<file path="config.mk">
export PLATFORM = sky130hd
export DESIGN_NAME = eeprom_page_host
export DESIGN_NICKNAME = d
export VERILOG_FILES = /design/src/pkg/eeprom_host_pkg.sv /design/src/pkg/eeprom_cycle_if.sv /design/src/rtl/eeprom_pin_seq.sv /design/src/rtl/eeprom_page_host.sv
export SDC_FILE = /design/constraint.sdc
export NUM_CORES = 1
export LEC_CHECK = 0
export ABC_AREA = 1
export BUFFER_PORTS_ARGS = -buffer_cell sky130_fd_sc_hd__buf_2
export CORE_ASPECT_RATIO = 1.25
export CORE_MARGIN = 2
export CORE_UTILIZATION = 26
export DETAILED_ROUTE_END_ITERATION = 10
export PLACE_DENSITY_LB_ADDON = 0.05
export SYNTH_ARGS = -nofsm -noshare
export SYNTH_HDL_FRONTEND = slang
export SYNTH_HIERARCHICAL = 1
export SYNTH_SLANG_ARGS = --single-unit
</file>
<file path="constraint.sdc">
create_clock -name clk_i -period 2.4 [get_ports clk_i]
set_input_delay 0 -clock clk_i [delete_from_list [all_inputs] [get_ports clk_i]]
set_output_delay 0 -clock clk_i [all_outputs]
set_load 0.03 [all_outputs]
</file>
<file path="src/pkg/eeprom_host_pkg.sv">
// shared constants and types for the parallel eeprom page-write host
package eeprom_host_pkg;

  // ----------------------------------------------------------------
  // clock and pin timing
  // ----------------------------------------------------------------
  localparam int CLK_PERIOD_NS = 10;
  localparam int WP_NS = 250;     // write strobe low, least
  localparam int WP_CYC = (WP_NS + CLK_PERIOD_NS - 1) / CLK_PERIOD_NS;
  localparam int DH_NS = 10;      // data hold after strobe rise, least
  localparam int DH_CYC = (DH_NS + CLK_PERIOD_NS - 1) / CLK_PERIOD_NS;
  localparam int ACC_NS = 250;    // read access, wait at least this
  localparam int ACC_CYC = (ACC_NS + CLK_PERIOD_NS - 1) / CLK_PERIOD_NS;
  localparam int DF_NS = 50;      // output float after read, least wait
  localparam int DF_CYC = (DF_NS + CLK_PERIOD_NS - 1) / CLK_PERIOD_NS;
  localparam int BLC_MIN_NS = 1000; // byte load cycle, least
  localparam int BLC_MIN_CYC =
    (BLC_MIN_NS + CLK_PERIOD_NS - 1) / CLK_PERIOD_NS;
  localparam int BLC_MAX_US = 30;   // byte load cycle, most
  localparam int BLC_MAX_CYC = (BLC_MAX_US * 1000) / CLK_PERIOD_NS;
  localparam int BL_US = 100;       // byte load window
  localparam int BL_CYC = (BL_US * 1000 + CLK_PERIOD_NS - 1) / CLK_PERIOD_NS;
  localparam int DW_NS = 250;       // write start time
  localparam int DW_CYC = (DW_NS + CLK_PERIOD_NS - 1) / CLK_PERIOD_NS;
  localparam int WC_MS = 15;        // write cycle time, most
  localparam int WC_CYC = (WC_MS * 1000000) / CLK_PERIOD_NS;
  localparam int RP_US = 100;       // reset protect time
  localparam int RP_CYC = (RP_US * 1000 + CLK_PERIOD_NS - 1) / CLK_PERIOD_NS;

  // ----------------------------------------------------------------
  // array geometry
  // ----------------------------------------------------------------
  localparam int ADDR_W = 17;
  localparam int PAGE_LSB = 7;
  localparam logic [7:0] PAGE_BYTES = 8'h80;
  typedef logic [ADDR_W-1:0] addr_type;
  typedef logic [ADDR_W-PAGE_LSB-1:0] page_type;

  // ----------------------------------------------------------------
  // commands and lock code defaults (arbitrary neutral values)
  // ----------------------------------------------------------------
  typedef enum logic [1:0] {OP_READ, OP_WRITE, OP_LOCK, OP_UNLOCK} op_type;
  localparam logic [2:0][16:0] LOCK_ADDR_DEF =
    {17'h00003, 17'h00002, 17'h00001};
  localparam logic [2:0][7:0] LOCK_DATA_DEF = {8'h03, 8'h02, 8'h01};
  localparam logic [5:0][16:0] UNLOCK_ADDR_DEF =
    {17'h00006, 17'h00005, 17'h00004, 17'h00003, 17'h00002, 17'h00001};
  localparam logic [5:0][7:0] UNLOCK_DATA_DEF =
    {8'h16, 8'h15, 8'h14, 8'h13, 8'h12, 8'h11};

endpackage

</file>
<file path="src/pkg/eeprom_cycle_if.sv">
// one pin-level bus cycle: request from the controller, answer back
`timescale 1ns/10ps
interface eeprom_cycle_if;
  import eeprom_host_pkg::*;
  logic req;
  logic wr;
  addr_type addr;
  logic [7:0] wdata;
  logic done;
  logic [7:0] rdata;
  modport ctrl (output req, wr, addr, wdata, input done, rdata);
  modport seq (input req, wr, addr, wdata, output done, rdata);
endinterface

</file>
<file path="src/rtl/eeprom_pin_seq.sv">
// drives one write or read cycle on the eeprom pins
`timescale 1ns/10ps
module eeprom_pin_seq
  import eeprom_host_pkg::*;
(
  // clock and reset
  input wire logic clk_i,
  input wire logic srst_i,
  // cycle request
  eeprom_cycle_if.seq cyc,
  // eeprom pins
  output logic ce_n_o,
  output logic oe_n_o,
  output logic we_n_o,
  output addr_type addr_o,
  output logic [7:0] data_o,
  output logic data_oe_n_o,
  input wire logic [7:0] data_i
);
  import eeprom_host_pkg::*;

  localparam int WH_LEN = BLC_MIN_CYC - WP_CYC;
  localparam logic [7:0] WP_LIM = 8'(WP_CYC - 1);
  localparam logic [7:0] WH_LIM = 8'(WH_LEN - 1);
  localparam logic [7:0] REL_AT = 8'(WH_LEN - 1 - DH_CYC);
  localparam logic [7:0] ACC_LIM = 8'(ACC_CYC);
  localparam logic [7:0] DF_LIM = 8'(DF_CYC - 1);

  typedef enum logic [2:0] {S_IDLE, S_WLOW, S_WHIGH, S_RD, S_FLOAT}
    sstate_type;
  typedef struct packed {
    sstate_type st;
    logic [7:0] cnt;
    addr_type addr;
    logic [7:0] wdata;
    logic [7:0] rdata;
    logic ce_n;
    logic oe_n;
    logic we_n;
    logic doe_n;
    logic done;
  } seq_type;

  seq_type r;
  seq_type n;

  // ----------------------------------------------------------------
  // cycle sequencer
  // ----------------------------------------------------------------
  // a write cycle always spans the least byte load cycle, so back to
  // back loads never come closer than the device allows
  always_comb begin
    n = r;
    n.done = 1'b0;
    case (r.st)
      S_IDLE: begin
        if (cyc.req) begin
          n.addr = cyc.addr;
          n.wdata = cyc.wdata;
          n.ce_n = 1'b0;
          if (cyc.wr) begin
            n.oe_n = 1'b1;
            n.we_n = 1'b0;    // address taken by device on this fall
            n.doe_n = 1'b0;
            n.cnt = WP_LIM;
            n.st = S_WLOW;
          end else begin
            n.oe_n = 1'b0;
            n.doe_n = 1'b1;
            n.cnt = ACC_LIM;
            n.st = S_RD;
          end
        end
      end
      S_WLOW: begin
        n.cnt = r.cnt - 8'h01;
        if (r.cnt == 8'h00) begin
          n.we_n = 1'b1;      // data taken by device on this rise
          n.cnt = WH_LIM;
          n.st = S_WHIGH;
        end
      end
      S_WHIGH: begin
        n.cnt = r.cnt - 8'h01;
        if (r.cnt == REL_AT) begin
          n.ce_n = 1'b1;
          n.doe_n = 1'b1;
        end
        if (r.cnt == 8'h00) begin
          n.done = 1'b1;
          n.st = S_IDLE;
        end
      end
      S_RD: begin
        n.cnt = r.cnt - 8'h01;
        if (r.cnt == 8'h00) begin
          n.rdata = data_i;
          n.ce_n = 1'b1;
          n.oe_n = 1'b1;
          n.cnt = DF_LIM;
          n.st = S_FLOAT;
        end
      end
      S_FLOAT: begin
        n.cnt = r.cnt - 8'h01;
        if (r.cnt == 8'h00) begin
          n.done = 1'b1;
          n.st = S_IDLE;
        end
      end
      default: n.st = S_IDLE;
    endcase
  end

  // idle pins: deselected, strobes high, data bus released
  always_ff @(posedge clk_i) begin
    if (srst_i) begin
      r <= '0;
      r.ce_n <= 1'b1;
      r.oe_n <= 1'b1;
      r.we_n <= 1'b1;
      r.doe_n <= 1'b1;
    end else begin
      r <= n;
    end
  end

  assign ce_n_o = r.ce_n;
  assign oe_n_o = r.oe_n;
  assign we_n_o = r.we_n;
  assign addr_o = r.addr;
  assign data_o = r.wdata;
  assign data_oe_n_o = r.doe_n;
  assign cyc.done = r.done;
  assign cyc.rdata = r.rdata;
endmodule

</file>
<file path="src/rtl/eeprom_page_host.sv">
// host controller for a byte-wide parallel eeprom with page write
// How it works
// - next byte load starts within 30 us
// - page address stays fixed during page load
// - without status, wait full 15 ms
// - polling may begin after 250 ns
// - poll reads keep one fixed address
// - keep inhibit high, low at power ramps
// - in lock mode, code precedes the first byte of each page load
`timescale 1ns/10ps
module eeprom_page_host
  import eeprom_host_pkg::*;
#(
  parameter int BL_CYC_P = BL_CYC,
  parameter int WC_CYC_P = WC_CYC,
  parameter int RP_CYC_P = RP_CYC,
  parameter logic [2:0][16:0] LOCK_ADDR = LOCK_ADDR_DEF,
  parameter logic [2:0][7:0] LOCK_DATA = LOCK_DATA_DEF,
  parameter logic [5:0][16:0] UNLOCK_ADDR = UNLOCK_ADDR_DEF,
  parameter logic [5:0][7:0] UNLOCK_DATA = UNLOCK_DATA_DEF
)(
  // clock and reset
  input wire logic clk_i,
  input wire logic srst_i,
  // command port
  input wire logic cmd_valid_i,
  output logic cmd_ready_o,
  input wire eeprom_host_pkg::op_type cmd_op_i,
  input wire eeprom_host_pkg::addr_type cmd_addr_i,
  input wire logic [7:0] cmd_data_i,
  input wire logic cmd_last_i,
  // answer port
  output logic rsp_valid_o,
  output logic [7:0] rsp_data_o,
  output logic rsp_err_o,
  output logic busy_o,
  output logic lock_on_o,
  // eeprom pins
  output logic ce_n_o,
  output logic oe_n_o,
  output logic we_n_o,
  output eeprom_host_pkg::addr_type addr_o,
  output logic [7:0] data_o,
  output logic data_oe_n_o,
  input wire logic [7:0] data_i,
  input wire logic rdy_busy_i,
  output logic hard_inhibit_n_o
);
  import eeprom_host_pkg::*;

  localparam logic [20:0] RP_LIM = 21'(RP_CYC_P - 1);
  localparam int GAP_MAX = BLC_MAX_CYC - BLC_MIN_CYC - 4;
  localparam logic [20:0] GAP_LIM = 21'(GAP_MAX);
  localparam int SETTLE_N = BL_CYC_P + DW_CYC;
  localparam logic [20:0] SETTLE_LIM = 21'(SETTLE_N);
  localparam logic [20:0] WC_LIM = 21'(WC_CYC_P);

  typedef enum logic [3:0] {M_INHIBIT, M_IDLE, M_CODE, M_LOAD, M_GAP,
    M_SETTLE, M_POLL1, M_POLL2, M_READ} mstate_type;
  typedef struct packed {
    mstate_type st;
    logic [20:0] cnt;
    logic [20:0] wc;
    logic [2:0] idx;
    logic [2:0] len;
    logic unl;
    logic has_data;
    logic set_lock;
    page_type page;
    logic [7:0] nbytes;
    logic close;
    addr_type waddr;
    logic [7:0] wdata;
    logic prev6;
    logic inh_n;
    logic lock_on;
    logic rsp_v;
    logic [7:0] rsp_d;
    logic rsp_e;
    logic req;
    logic wr;
    addr_type caddr;
    logic [7:0] cdata;
  } main_type;

  main_type r;
  main_type n;
  eeprom_cycle_if cyc ();

  // ----------------------------------------------------------------
  // lock code lookup
  // ----------------------------------------------------------------
  // returns {address, data} of code word idx of either sequence
  function automatic logic [24:0] code_word(input logic [2:0] idx,
                                            input logic unl);
    logic [24:0] w;
    w = '0;
    if (unl) begin
      w = {UNLOCK_ADDR[idx], UNLOCK_DATA[idx]};
    end else if (idx < 3'h3) begin
      w = {LOCK_ADDR[idx[1:0]], LOCK_DATA[idx[1:0]]};
    end
    return w;
  endfunction

  // ----------------------------------------------------------------
  // command acceptance
  // ----------------------------------------------------------------
  // a further byte joins the open page only if it shares its page
  always_comb begin
    cmd_ready_o = 1'b0;
    if (r.st == M_IDLE) begin
      cmd_ready_o = 1'b1;
    end else if (r.st == M_GAP && cmd_op_i == OP_WRITE) begin
      cmd_ready_o = (cmd_addr_i[ADDR_W-1:PAGE_LSB] == r.page) &&
                    (r.nbytes < PAGE_BYTES);
    end
  end

  // ----------------------------------------------------------------
  // main sequencer
  // ----------------------------------------------------------------
  always_comb begin
    n = r;
    n.req = 1'b0;
    n.rsp_v = 1'b0;
    case (r.st)
      M_INHIBIT: begin
        n.inh_n = 1'b1;     // held high from here on
        n.cnt = r.cnt + 21'h1;
        if (r.cnt == RP_LIM) begin
          n.cnt = '0;
          n.st = M_IDLE;
        end
      end
      M_IDLE: begin
        if (cmd_valid_i) begin
          n.waddr = cmd_addr_i;
          n.wdata = cmd_data_i;
          n.close = cmd_last_i;
          n.page = cmd_addr_i[ADDR_W-1:PAGE_LSB];
          n.nbytes = 8'h01;
          n.idx = '0;
          n.wc = '0;
          n.caddr = cmd_addr_i;
          n.cdata = cmd_data_i;
          n.req = 1'b1;
          n.wr = 1'b1;
          n.unl = 1'b0;
          n.len = 3'h3;
          n.has_data = 1'b1;
          n.set_lock = 1'b0;
          case (cmd_op_i)
            OP_READ: begin
              n.wr = 1'b0;
              n.st = M_READ;
            end
            OP_WRITE: begin
              n.st = r.lock_on ? M_CODE : M_LOAD;
            end
            OP_LOCK: begin
              n.set_lock = 1'b1;
              n.st = M_CODE;
            end
            default: begin
              n.unl = 1'b1;
              n.len = 3'h6;
              n.has_data = 1'b0;
              n.st = M_CODE;
            end
          endcase
          if (n.st == M_CODE) begin
            {n.caddr, n.cdata} = code_word(3'h0, n.unl);
          end
        end
      end
      M_CODE: begin
        if (cyc.done) begin
          if (r.idx == r.len - 3'h1) begin
            if (r.has_data) begin
              n.req = 1'b1; // data follows its code directly
              n.caddr = r.waddr;
              n.cdata = r.wdata;
              n.lock_on = r.lock_on | r.set_lock;
              n.st = M_LOAD;
            end else begin
              n.lock_on = 1'b0;
              n.waddr = r.caddr;
              n.wdata = r.cdata;
              n.cnt = '0;
              n.st = M_SETTLE;
            end
          end else begin
            n.idx = r.idx + 3'h1;
            n.req = 1'b1;
            {n.caddr, n.cdata} = code_word(n.idx, r.unl);
          end
        end
      end
      M_LOAD: begin
        if (cyc.done) begin
          n.cnt = '0;
          if (r.close || r.nbytes == PAGE_BYTES) begin
            n.st = M_SETTLE;
          end else begin
            n.st = M_GAP;
          end
        end
      end
      M_GAP: begin
        // strobe fell a full load cycle ago, so the gap limit is short
        n.cnt = r.cnt + 21'h1;
        if (cmd_valid_i && cmd_ready_o) begin
          n.waddr = cmd_addr_i;
          n.wdata = cmd_data_i;
          n.close = cmd_last_i;
          n.nbytes = r.nbytes + 8'h01;
          n.req = 1'b1;
          n.wr = 1'b1;
          n.caddr = cmd_addr_i;
          n.cdata = cmd_data_i;
          n.st = M_LOAD;
        end else if (cmd_valid_i || r.cnt == GAP_LIM) begin
          n.cnt = '0;
          n.st = M_SETTLE;
        end
      end
      M_SETTLE: begin
        // idle long enough for the device to start on its own
        n.cnt = r.cnt + 21'h1;
        n.wc = r.wc + 21'h1;
        if (r.cnt == SETTLE_LIM) begin
          n.req = 1'b1;
          n.wr = 1'b0;
          n.caddr = r.waddr;
          n.st = M_POLL1;
        end
      end
      M_POLL1: begin
        n.wc = r.wc + 21'h1;
        if (cyc.done) begin
          n.prev6 = cyc.rdata[6];
          n.req = 1'b1;
          n.st = M_POLL2;
        end
      end
      M_POLL2: begin
        n.wc = r.wc + 21'h1;
        if (cyc.done) begin
          // ready when bit six stops, bit seven matches written data, pin released
          if (cyc.rdata[6] == r.prev6 &&
              cyc.rdata[7] == r.wdata[7] &&
              rdy_busy_i) begin
            n.rsp_v = 1'b1;
            n.rsp_d = cyc.rdata;
            n.rsp_e = 1'b0;
            n.st = M_IDLE;
          end else if (r.wc >= WC_LIM) begin
            n.rsp_v = 1'b1;
            n.rsp_d = cyc.rdata;
            n.rsp_e = 1'b1;
            n.st = M_IDLE;
          end else begin
            n.prev6 = cyc.rdata[6];
            n.req = 1'b1;
          end
        end
      end
      M_READ: begin
        if (cyc.done) begin
          n.rsp_v = 1'b1;
          n.rsp_d = cyc.rdata;
          n.rsp_e = 1'b0;
          n.st = M_IDLE;
        end
      end
      default: n.st = M_IDLE;
    endcase
  end

  // reset zeroes all: first state is the inhibit hold, lock off
  always_ff @(posedge clk_i) begin
    if (srst_i) begin
      r <= '0;
    end else begin
      r <= n;
    end
  end

  assign cyc.req = r.req;
  assign cyc.wr = r.wr;
  assign cyc.addr = r.caddr;
  assign cyc.wdata = r.cdata;
  assign rsp_valid_o = r.rsp_v;
  assign rsp_data_o = r.rsp_d;
  assign rsp_err_o = r.rsp_e;
  assign busy_o = (r.st != M_IDLE);
  assign lock_on_o = r.lock_on;
  assign hard_inhibit_n_o = r.inh_n;

  // ----------------------------------------------------------------
  // pin sequencer
  // ----------------------------------------------------------------
  eeprom_pin_seq u_seq (
    .clk_i(clk_i),
    .srst_i(srst_i),
    .cyc(cyc.seq),
    .ce_n_o(ce_n_o),
    .oe_n_o(oe_n_o),
    .we_n_o(we_n_o),
    .addr_o(addr_o),
    .data_o(data_o),
    .data_oe_n_o(data_oe_n_o),
    .data_i(data_i)
  );

  // ----------------------------------------------------------------
  // checks
  // ----------------------------------------------------------------
  localparam int SETTLE_MIN = SETTLE_N;
endmodule

</file>
Word level (Yosys, flattened, before mapping)
Memory sizes are Yosys's and may differ from the RTL's.
Index checks and enable logic that the tools add are counted.
- register bits: 188
- bits in read-only memories: 200
- output and inout bits: 43
- memories kept: 2
- memory list (memory ; words ; width ; rd ports ; clocked after Yosys merged registers in ; write ports ; line ; RTL):
    (name not given) ; 8 ; 17 ; 1 ; 0 ; 0 ; eeprom_page_host.sv:99 ; w = {UNLOCK_ADDR[idx], UNLOCK_DATA[idx]};
    (name not given) ; 8 ; 8 ; 1 ; 0 ; 0 ; eeprom_page_host.sv:99 ;
- add/subtract/negate cells: 6
- order comparisons: 5
- equal/unequal tests: 47
- mux-type cells: 96
- bitwise gates (word level): 2
- reduce and logical (&&, ||, !) cells: 50
- operators by type and width (kind ; number):
    two-way mux 25 bit ; 13
    case mux 21 bit (5 select lines) ; 1
    case mux 25 bit (3 select lines) ; 1
    two-way mux 74 bit ; 1
    case mux 17 bit (4 select lines) ; 1
    two-way mux 27 bit ; 2
    two-way mux 4 bit ; 11
    adder 21 x 1 -> 21 bit (second input constant) ; 2
    equality test 21 x 14 -> 1 bit (second input constant) ; 2
    two-way mux 21 bit ; 2
    case mux 21 bit (2 select lines) ; 1
    two-way mux 10 bit ; 4
    two-way mux 36 bit ; 1
    case mux 4 bit (9 select lines) ; 1
    binary-select mux 17 bit (select 2 bit) ; 1
    two-way mux 17 bit ; 2
    two-way mux 34 bit ; 1
    two-way mux 11 bit ; 3
    case mux 8 bit (4 select lines) ; 1
    AND reduction 4 bit ; 7
    case mux 8 bit (3 select lines) ; 1
    two-way mux 1 bit ; 23
    equality test 21 x 12 -> 1 bit (second input constant) ; 1
    >= comparator 21 bit (second input constant) ; 1
    59 further kinds ; 122

Depth between registers and ports, before layout
Gate-level depths: netlist of the first run.
- word-level depth: 9
- gate-level depth with buffers: 16

Modules after synthesis
The synthesis of the first run kept the hierarchy.
- by module, submodules not included (module ; instances ; cells each ; area each (sq um) ; seq. area each (sq um)):
    eeprom_page_host ; 1 ; 1478 ; 8841.0 ; 2742.6
    eeprom_pin_seq ; 1 ; 323 ; 2386.0 ; 980.9

Worst setup path before layout of the first run
OpenSTA, ideal clock, no wires.
- path type: register -> register
- from: reg r[87] (netlist name)
- to: reg r[42] (netlist name)
- setup time: 0.110 ns
- arrival time: 1.907 ns
- setup slack: 0.383 ns
- cell stages (with the launch flop): 14
- buffers on the path: 2
- clock period less this slack: 2.017 ns
- cell sequence: dfxtp_1 -> inv_1 -> ha_1 -> inv_1 -> nand2_1 -> nand2_1 -> nor2_1 -> nand2_1 -> nand2_2 -> buf_2 -> buf_1 -> nand4_1 -> nand2_1 -> nor2_1
- longest elaborated chain between the ends: 4
- RTL lines (element ; line ; RTL):
    start, declared ; eeprom_page_host.sv:86 ; main_type r;
    start signal, assigned ; eeprom_page_host.sv:286 ; r <= n;
    subtractor 3 x 1 -> 3 bit ; eeprom_page_host.sv:179 ; if (r.idx == r.len - 3'h1) begin
    equality test 3 bit ; eeprom_page_host.sv:179 ;
    inequality test 2 bit (no line) ; - ;
    AND reduction 5 bit (no line) ; - ;
Every way passes these cells.
A chain may end at the register's enable or synchronous reset.

Final worst setup path of the first run
- from: reg r[123] (netlist name)
- to: reg r (netlist bit cyc.addr[11])
- longest elaborated chain between the ends: 3
- RTL lines (element ; line ; RTL):
    equality test 21 x 14 -> 1 bit ; eeprom_page_host.sv:232 ; if (r.cnt == SETTLE_LIM) begin
    inequality test 2 bit (no line) ; - ;
    AND reduction 5 bit (no line) ; - ;
Every way passes these cells.

==> summary.md, run 1 <==
| Metric | Value |
|---|---|
| Worst slew pin tran | 1.11 ns |
| Number of routed nets with antenna violations | 0 |
| Initial antenna violation count | 1 |
| Overflow after GRT | 0 |
| First-pass GRT wire length | 62900 um |
| Startpoint Class | flop |
| Peak VDD IR | 0.608 mV |
| Synthesized flop and latch total | 186 |
| Worst hold stages | 7 |
| Final wirelength | 40000 um |
| Share of layout cells above drive strength 1 | 11.5% |
| Die H | 236 um |
| Clock Sinks | 186 |
| Die width | 190 um |
| Largest net degree at the start of global routing | 67 |
| Antenna cells | 0 |
| TritonRoute pass-1 iters | 5 |
| FP Rows | 85 |
| GRT Overall Usage | 18.1% |
| CP peak stage delay | 0.40 ns |
| CTS tree | built |
| Tmin final | 2.20 ns |
| Final Util | 30.8% |
| CTS buffer count | 17 |
| Post-synth EDFFs | 0 |
| Area of the mapped netlist | 11200 um^2 |
| FF-to-FF setup slack | 0.20 ns |
| Routability cong. | 0.809 |
| Stages on the worst setup path | 12 |
| H-tree levels | 4 |
| Later-pin clock latency in the skew report | 0.47 ns |
| Vias/cell | 4.61 |
| CP Buf/Inv Count | 2 |
| Arr. time, crit path | 2.56 ns |
| Core footprint | 42900 um^2 |
| Final Net Count | 1938 |
| Instance count of the mapped netlist | 1801 |
| F_max | 455 MHz |
| Max clock buf depth | 2 |
| Net count after synthesis | 1854 |
| CP cell instances | nand2_1 -> inv_1 -> nand3_1 -> nor2_1 -> nand3_1 -> nand2_1 -> o21ai_1 -> nor2_4 -> buf_6 -> nand3_1 -> nor2_1 -> nor2_1 |
| Root buf cell | clkbuf_16 |
| Initial DRC count | 528 |
| Async SR Flop Fraction | 0% |
| Pleak | 0.00574 uW |
| Yosys cell types | 42 |
| Sequential area share after synthesis | 33.2% |
| Status | finished, final reports clean |
| CP delay by family, top | simple AND/OR/NAND/NOR gates |
| Yosys Warn Count | 6 |
| Total number of vias | 11400 |
| Syn Area/Cell | 6.23 um^2 |
| Post-route DRC | 0 |
| R2R cell count | 12 |
| Worst-path fanout max | 12 |
| Clk slew on worst S/H paths | 0.07 ns |
| Initial cell density of the core | 26.2% |
| CP Capture Type | flop |
| Final Hold Vio Count | 0 |
| Min-Delay Path Class | in -> reg |
| Slew headroom | 25.5% |
| Port bufs | 82 |
| Synth Flop Type | dfxtp_1 |
| PD cells | 1110 nW/um^2 |
| Detail Placement HPWL | 29100 um |
| IO Pins | 83 |
| Slew Limit Fails | 0 |
| Vias in the first global route | 11100 |
| Worst clock skew | 0.0120 ns |
| Post-route clock period utilization | 91.5% |
| Critical-path top delay cell | dfxtp_1 |
| Die ar. | 44900 um^2 |
| Fill count | 4795 |
| Final Setup Violations | 0 |
| CP Class | reg -> reg |
| Worst EP required | 2.77 ns |
| Routed wire per std cell | 16.2 um |
| RSZ-0062 raised after global routing | false |
| Max_cap viols | 0 |
| Setup TNS | 0 ns |
| Area Overhead vs Synth | 17.4% |
-- layout by cell type, fill, tap and decap left out, types with 13 or more instances in the layout --
cell type	netlist	routed
clkbuf_16	0	17
buf_4	44	57
buf_2	25	82
o22ai_1	19	19
a21oi_1	133	132
nor3_1	24	23
dfxtp_1	186	186
nor2_1	243	241
o21ai_0	82	82
inv_1	211	209
nand3b_1	14	14
nand4_1	63	63
nand3_1	146	146
ha_1	13	13
dlygate4sd3_1	0	38
nand2_1	460	460
-- power by group --
part	internal, uW	total, uW	switching [uW]
registers	3680	4130	446
logic	2460	7450	4990
clock network	1640	3020	1380
total	7780	14600	6810
-- metal layers --
layer / track usage [%] / up-vias / share of wire [%]
li1: - / 5921 / -
met1: 21.8 / 5249 / 45
met2: 32.6 / 142 / 51
met3: 2.19 / 44 / 2.3
met4: 6.84 / 2 / 2.4
met5: 0 / - / 0.032
-- tightest hold or removal path: stages --
cell     delay [ns]
buf_2          0.10
nand2_1        0.06
nand2_1        0.06
nor2_1         0.03
nand4_1        0.08
nand2_1        0.05
nor2_1         0.07
-- cells by family (layout without fill, tap and decap cells) --
| kind of cell | Yosys count | after routing | synth area share [%] |
|---|---|---|---|
| buf+inv | 339 | 436 | 13.4 |
| compound gates | 264 | 264 | 12.7 |
| flops | 186 | 186 | 33.2 |
| simple gates | 980 | 980 | 37.9 |
| fa+ha+maj | 13 | 13 | 1.45 |
| xor+xnor | 19 | 19 | 1.48 |
-- Yosys cell counts (all sizes together), types with 11 or more instances --
cell    number  area share (%)
buf         74             4.4
ha          13             1.4
dfxtp      186              33
inv        220             7.4
nand3      148             6.8
nand4       63             3.5
nor2       253             9.1
xor2        11            0.86
nand2      474              16
a21oi      134             6.0
clkbuf      42             1.4
o22ai       19             1.1
nor3        24             1.1
o21ai       84             3.7
nand3b      14            0.94
-- final timing paths --
check	startpoint	endpoint
setup / recovery	r[123]	cyc.addr[11]
hold / removal	cmd_data_i[2]	r[42]
setup reg to reg	r[123]	cyc.addr[11]
hold reg to reg	u_seq/addr_o[3]	u_seq/addr_o[3]
-- state kept, by name, indices dropped and copies added, names as in the netlist --
signal and cells:
cyc.addr 17, cyc.req 1, cyc.wdata 8, cyc.wr 1, hard_inhibit_n_o 1, lock_on_o 1, r 98, rsp_data_o 8
rsp_err_o 1, rsp_valid_o 1, u_seq/addr_o 17, u_seq/ce_n_o 1, u_seq/cyc.done 1, u_seq/cyc.rdata 8, u_seq/data_o 8, u_seq/data_oe_n_o 1
u_seq/oe_n_o 1, u_seq/r 11, u_seq/we_n_o 1
-- metrics by stage --
step | total power, uW | instances | hold WS (ns) | worst slack (ns) | cell area (um^2)
floorplan | 9210 | 1801 | 0.0958 | 0.383 | 11200
global placement | 11600 | 2391 | 0.223 | 0.123 | 12200
detailed placement | 11600 | 2391 | 0.234 | 0.155 | 12200
CTS | 14800 | 2461 | 0.0179 | 0.137 | 13100
global route | 15900 | 2463 | 0.105 | 0.0141 | 13200
finish | 14600 | 2463 | 0.0310 | 0.204 | 13200
-- layout make-up --
class	instances	area (um^2)	share of cell area, %
flip-flops and latches	186	3720	28.2
multi-input cells	1276	6030	45.7
clock inverters	15	171	1.30
well taps	565	707	5.36
inverters	223	848	6.43
repair buffers	181	1280	9.72
clock buffers	17	425	3.23
-- timing repair --
item,4_1_cts,5_1_grt
endpoints found under the setup margin,0,18
buffers inserted,0,2
hold endpoints to repair,58,0
resized for setup,0,6
hold buffers,38,0
(Power assumes the default switching activity.)
==> run 2, diff against run 1 <==
--- a/config.mk
+++ b/config.mk
@@ -9,8 +9,9 @@
 export BUFFER_PORTS_ARGS = -buffer_cell sky130_fd_sc_hd__buf_2
 export CORE_ASPECT_RATIO = 1.25
 export CORE_MARGIN = 2
-export CORE_UTILIZATION = 26
+export CORE_UTILIZATION = 50
 export DETAILED_ROUTE_END_ITERATION = 10
+export GPL_ROUTABILITY_DRIVEN = 1
 export PLACE_DENSITY_LB_ADDON = 0.05
 export SYNTH_ARGS = -nofsm -noshare
 export SYNTH_HDL_FRONTEND = slang
==> summary.md, run 2 (same netlist as run 1, synthesis figures left out) <==
| Metric | Value |
|---|---|
| Slew Limit Fails | 0 (unchanged) |
| CP peak stage delay | 0.57 ns (+0.17 ns) |
| Area Overhead vs Synth | 12.6% |
| CP Class | reg -> reg |
| Place WS | 0.116 ns (-0.0389 ns) |
| Worst flop-to-flop path startpoint | r[138] |
| Total number of vias | 11400 (+0.11%) |
| Worst R2R End | r[84] |
| Arr. time, crit path | 2.63 ns (+0.07 ns) |
| IO Pins | 83 (unchanged) |
| Die width | 138 um (-27%) |
| Final Hold Vio Count | 0 (unchanged) |
| Met3 WL post-DR | 1710 um (+87%) |
| Die H | 172 um (-27%) |
| Most frequent cells in the layout | 460 x nand2_1, 241 x nor2_1, 209 x inv_1 |
| Port bufs | 82 (unchanged) |
| Largest net degree at the start of global routing | 38 (-43%) |
| Vias in the first global route | 10500 (-5.6%) |
| Routability cong. | 0.935 (+16%) |
| Max clock buf depth | 2 (unchanged) |
| Worst slew pin tran | 0.677 ns (-0.434 ns) |
| Hold worst-path end | r[48] |
| Initial antenna violation count | 1 (unchanged) |
| Slew headroom | 54.8% (+29 points) |
| Worst hold stages | 5 (-2) |
| Met2 wire length | 15100 um (-25%) |
| Final Net Count | 1916 (-1.1%) |
| Tmin final | 2.24 ns (+0.0451 ns) |
| RSZ-0062 raised after global routing | true |
| Clk slew on worst S/H paths | 0.07 ns (about the same) |
| Final Setup Violations | 0 (unchanged) |
| Clock Sinks | 186 (unchanged) |
| R2R cell count | 7 (-5) |
| Pleak | 0.00563 uW (-2.1%) |
| Startpoint Class | flop |
| CTS tree | built |
| DRT met1 WL | 14200 um (-21%) |
| CP most frequent cell | nor2_1 |
| Initial DRC count | 837 (+59%) |
| PnR worst setup slack | 0.159 ns (-0.0451 ns) |
| Status | finished, final reports clean |
| CP Capture Type | flop |
| Hold Path Origin | cmd_addr_i[0] |
| TritonRoute pass-1 iters | 5 (unchanged) |
| CP cell instances | nor2_1 -> nand2_2 -> nor2_1 -> buf_4 -> nand3_1 -> dlygate4sd3_1 -> a21oi_1 |
| DR top layer | met4 |
| Worst clock skew | 0.0127 ns (+0.000760 ns) |
| Min-Delay Path Class | in -> reg |
| Share of layout cells above drive strength 1 | 10.6% (-0.88 points) |
| Final wirelength | 31700 um (-21%) |
| Initial cell density of the core | 50.7% (+25 points) |
| Routed wire per std cell | 14.7 um (-9.6%) |
| PD cells | 1100 nW/um^2 (-0.29%) |
| Worst-path fanout max | 16 (+4) |
| Detail Placement HPWL | 21800 um (-25%) |
| First-pass GRT wire length | 52100 um (-17%) |
| Fin area | 12600 um^2 (-4.1%) |
| Root buf cell | clkbuf_16 |
| Number of routed nets with antenna violations | 0 (unchanged) |
| Later-pin clock latency in the skew report | 0.45 ns (-0.02 ns) |
| Worst EP required | 2.79 ns (+0.02 ns) |
| Area after DPL | 11700 um^2 (-4.1%) |
| Vias/cell | 5.26 (+14%) |
| Die ar. | 23700 um^2 (-47%) |
| FF-to-FF setup slack | 0.16 ns (-0.05 ns) |
| Critical-path top delay cell | dlygate4sd3_1 |
| Core footprint | 22100 um^2 (-48%) |
| Leading cell type in the layout, fill and taps excluded | nand2_1 |
| CTS buffer count | 17 (unchanged) |
| Max_cap viols | 0 (unchanged) |
| Most flops, register | r |
| F_max | 446 MHz (-2.0%) |
| GRT Overall Usage | 26.7% (+8.7 points) |
| Post-route DRC | 0 (unchanged) |
| Peak VDD IR | 0.840 mV (+38%) |
| Overflow after GRT | 0 (unchanged) |
| Flip-flop count of the largest register, all copies and words added | 98 (unchanged) |
| H-tree levels | 4 (unchanged) |
| Total chip power | 14000 uW (-4.4%) |
| FP Rows | 61 (-28%) |
| Post-route clock period utilization | 93.4% (+1.9 points) |
[run 2: cell types whose count changed in the layout (fill, tap and decap cells not counted), moves of 2 or more]
cell / previous run / this run
a21oi_2: 2 / 0
buf_4: 57 / 38
bufinv_16: 3 / 1
inv_6: 3 / 6
clkinv_2: 6 / 1
inv_8: 0 / 3
dlygate4sd3_1: 38 / 35
[run 2: critical path, delay by kind of cell (launching register included)]
family	cells	cell delay [ns]
AO/OA/AOI/OAI	1	0.11
AND/OR/NAND/NOR	4	0.89
flip-flops	1	0.34
buffers and inverters	2	0.83
[run 2: metal layers]
metal	vias to the layer above	GRT usage, %
li1	5880	-
met1	5134	34.3
met2	305	46.2
met3	51	3.56
met4	0	9.94
met5	-	0
[run 2: power by group]
| group | internal [uW] | switching (uW) | leakage (uW) | total (uW) |
|---|---|---|---|---|
| logic | 2270 | 4720 | 0.00383 | 7000 |
| clock network | 1470 | 1390 | 0.000281 | 2860 |
| registers | 3680 | 418 | 0.00151 | 4100 |
[run 2: timing repair]
action / in CTS / in global routing
gates resized for setup: 0 / 8
endpoints found under the setup margin: 0 / 50
setup buffers: 0 / 0
hold buffers: 35 / 0
endpoints found under the hold margin: 55 / 0
[run 2: area by class of cell]
class                           instances  area (um^2)
Timing Repair Buffer                  158         1100
Clock buffer                           17          425
Inverter                              223          848
Sequential cell                       186         3720
Multi-Input combinational cell       1277         6040
Antenna cell                            1         2.50
Fill cell                            2237         9490
Tap cell                              283          354
Clock inverter                         15          154
[run 2: worst max path at each step]
stage	startpoint	to	slack (ns)	cells past startpoint
global placement	r[87]	r[137]	0.16	14
global route	r[87]	r[137]	-0.01	14
CTS	r[87]	r[137]	0.10	14
floorplan	r[87]	r[42]	0.38	13
detailed placement	r[87]	r[136]	0.12	14
finish	r[138]	r[84]	0.16	7
[run 2: per-stage QoR]
| step | std cells | hold slack, ns | setup TNS, ns | utilization, % |
|---|---|---|---|---|
| floorplan | 1801 | 0.0958 | 0 | - |
| global placement | 2091 | 0.226 | 0 | 52.7 |
| detailed placement | 2091 | 0.240 | 0 | 52.7 |
| CTS | 2158 | 0.0113 | 0 | 56.9 |
| global route | 2160 | 0.0358 | -0.0221 | 57.1 |
| finish | 2160 | 0.0258 | 0 | 57.1 |
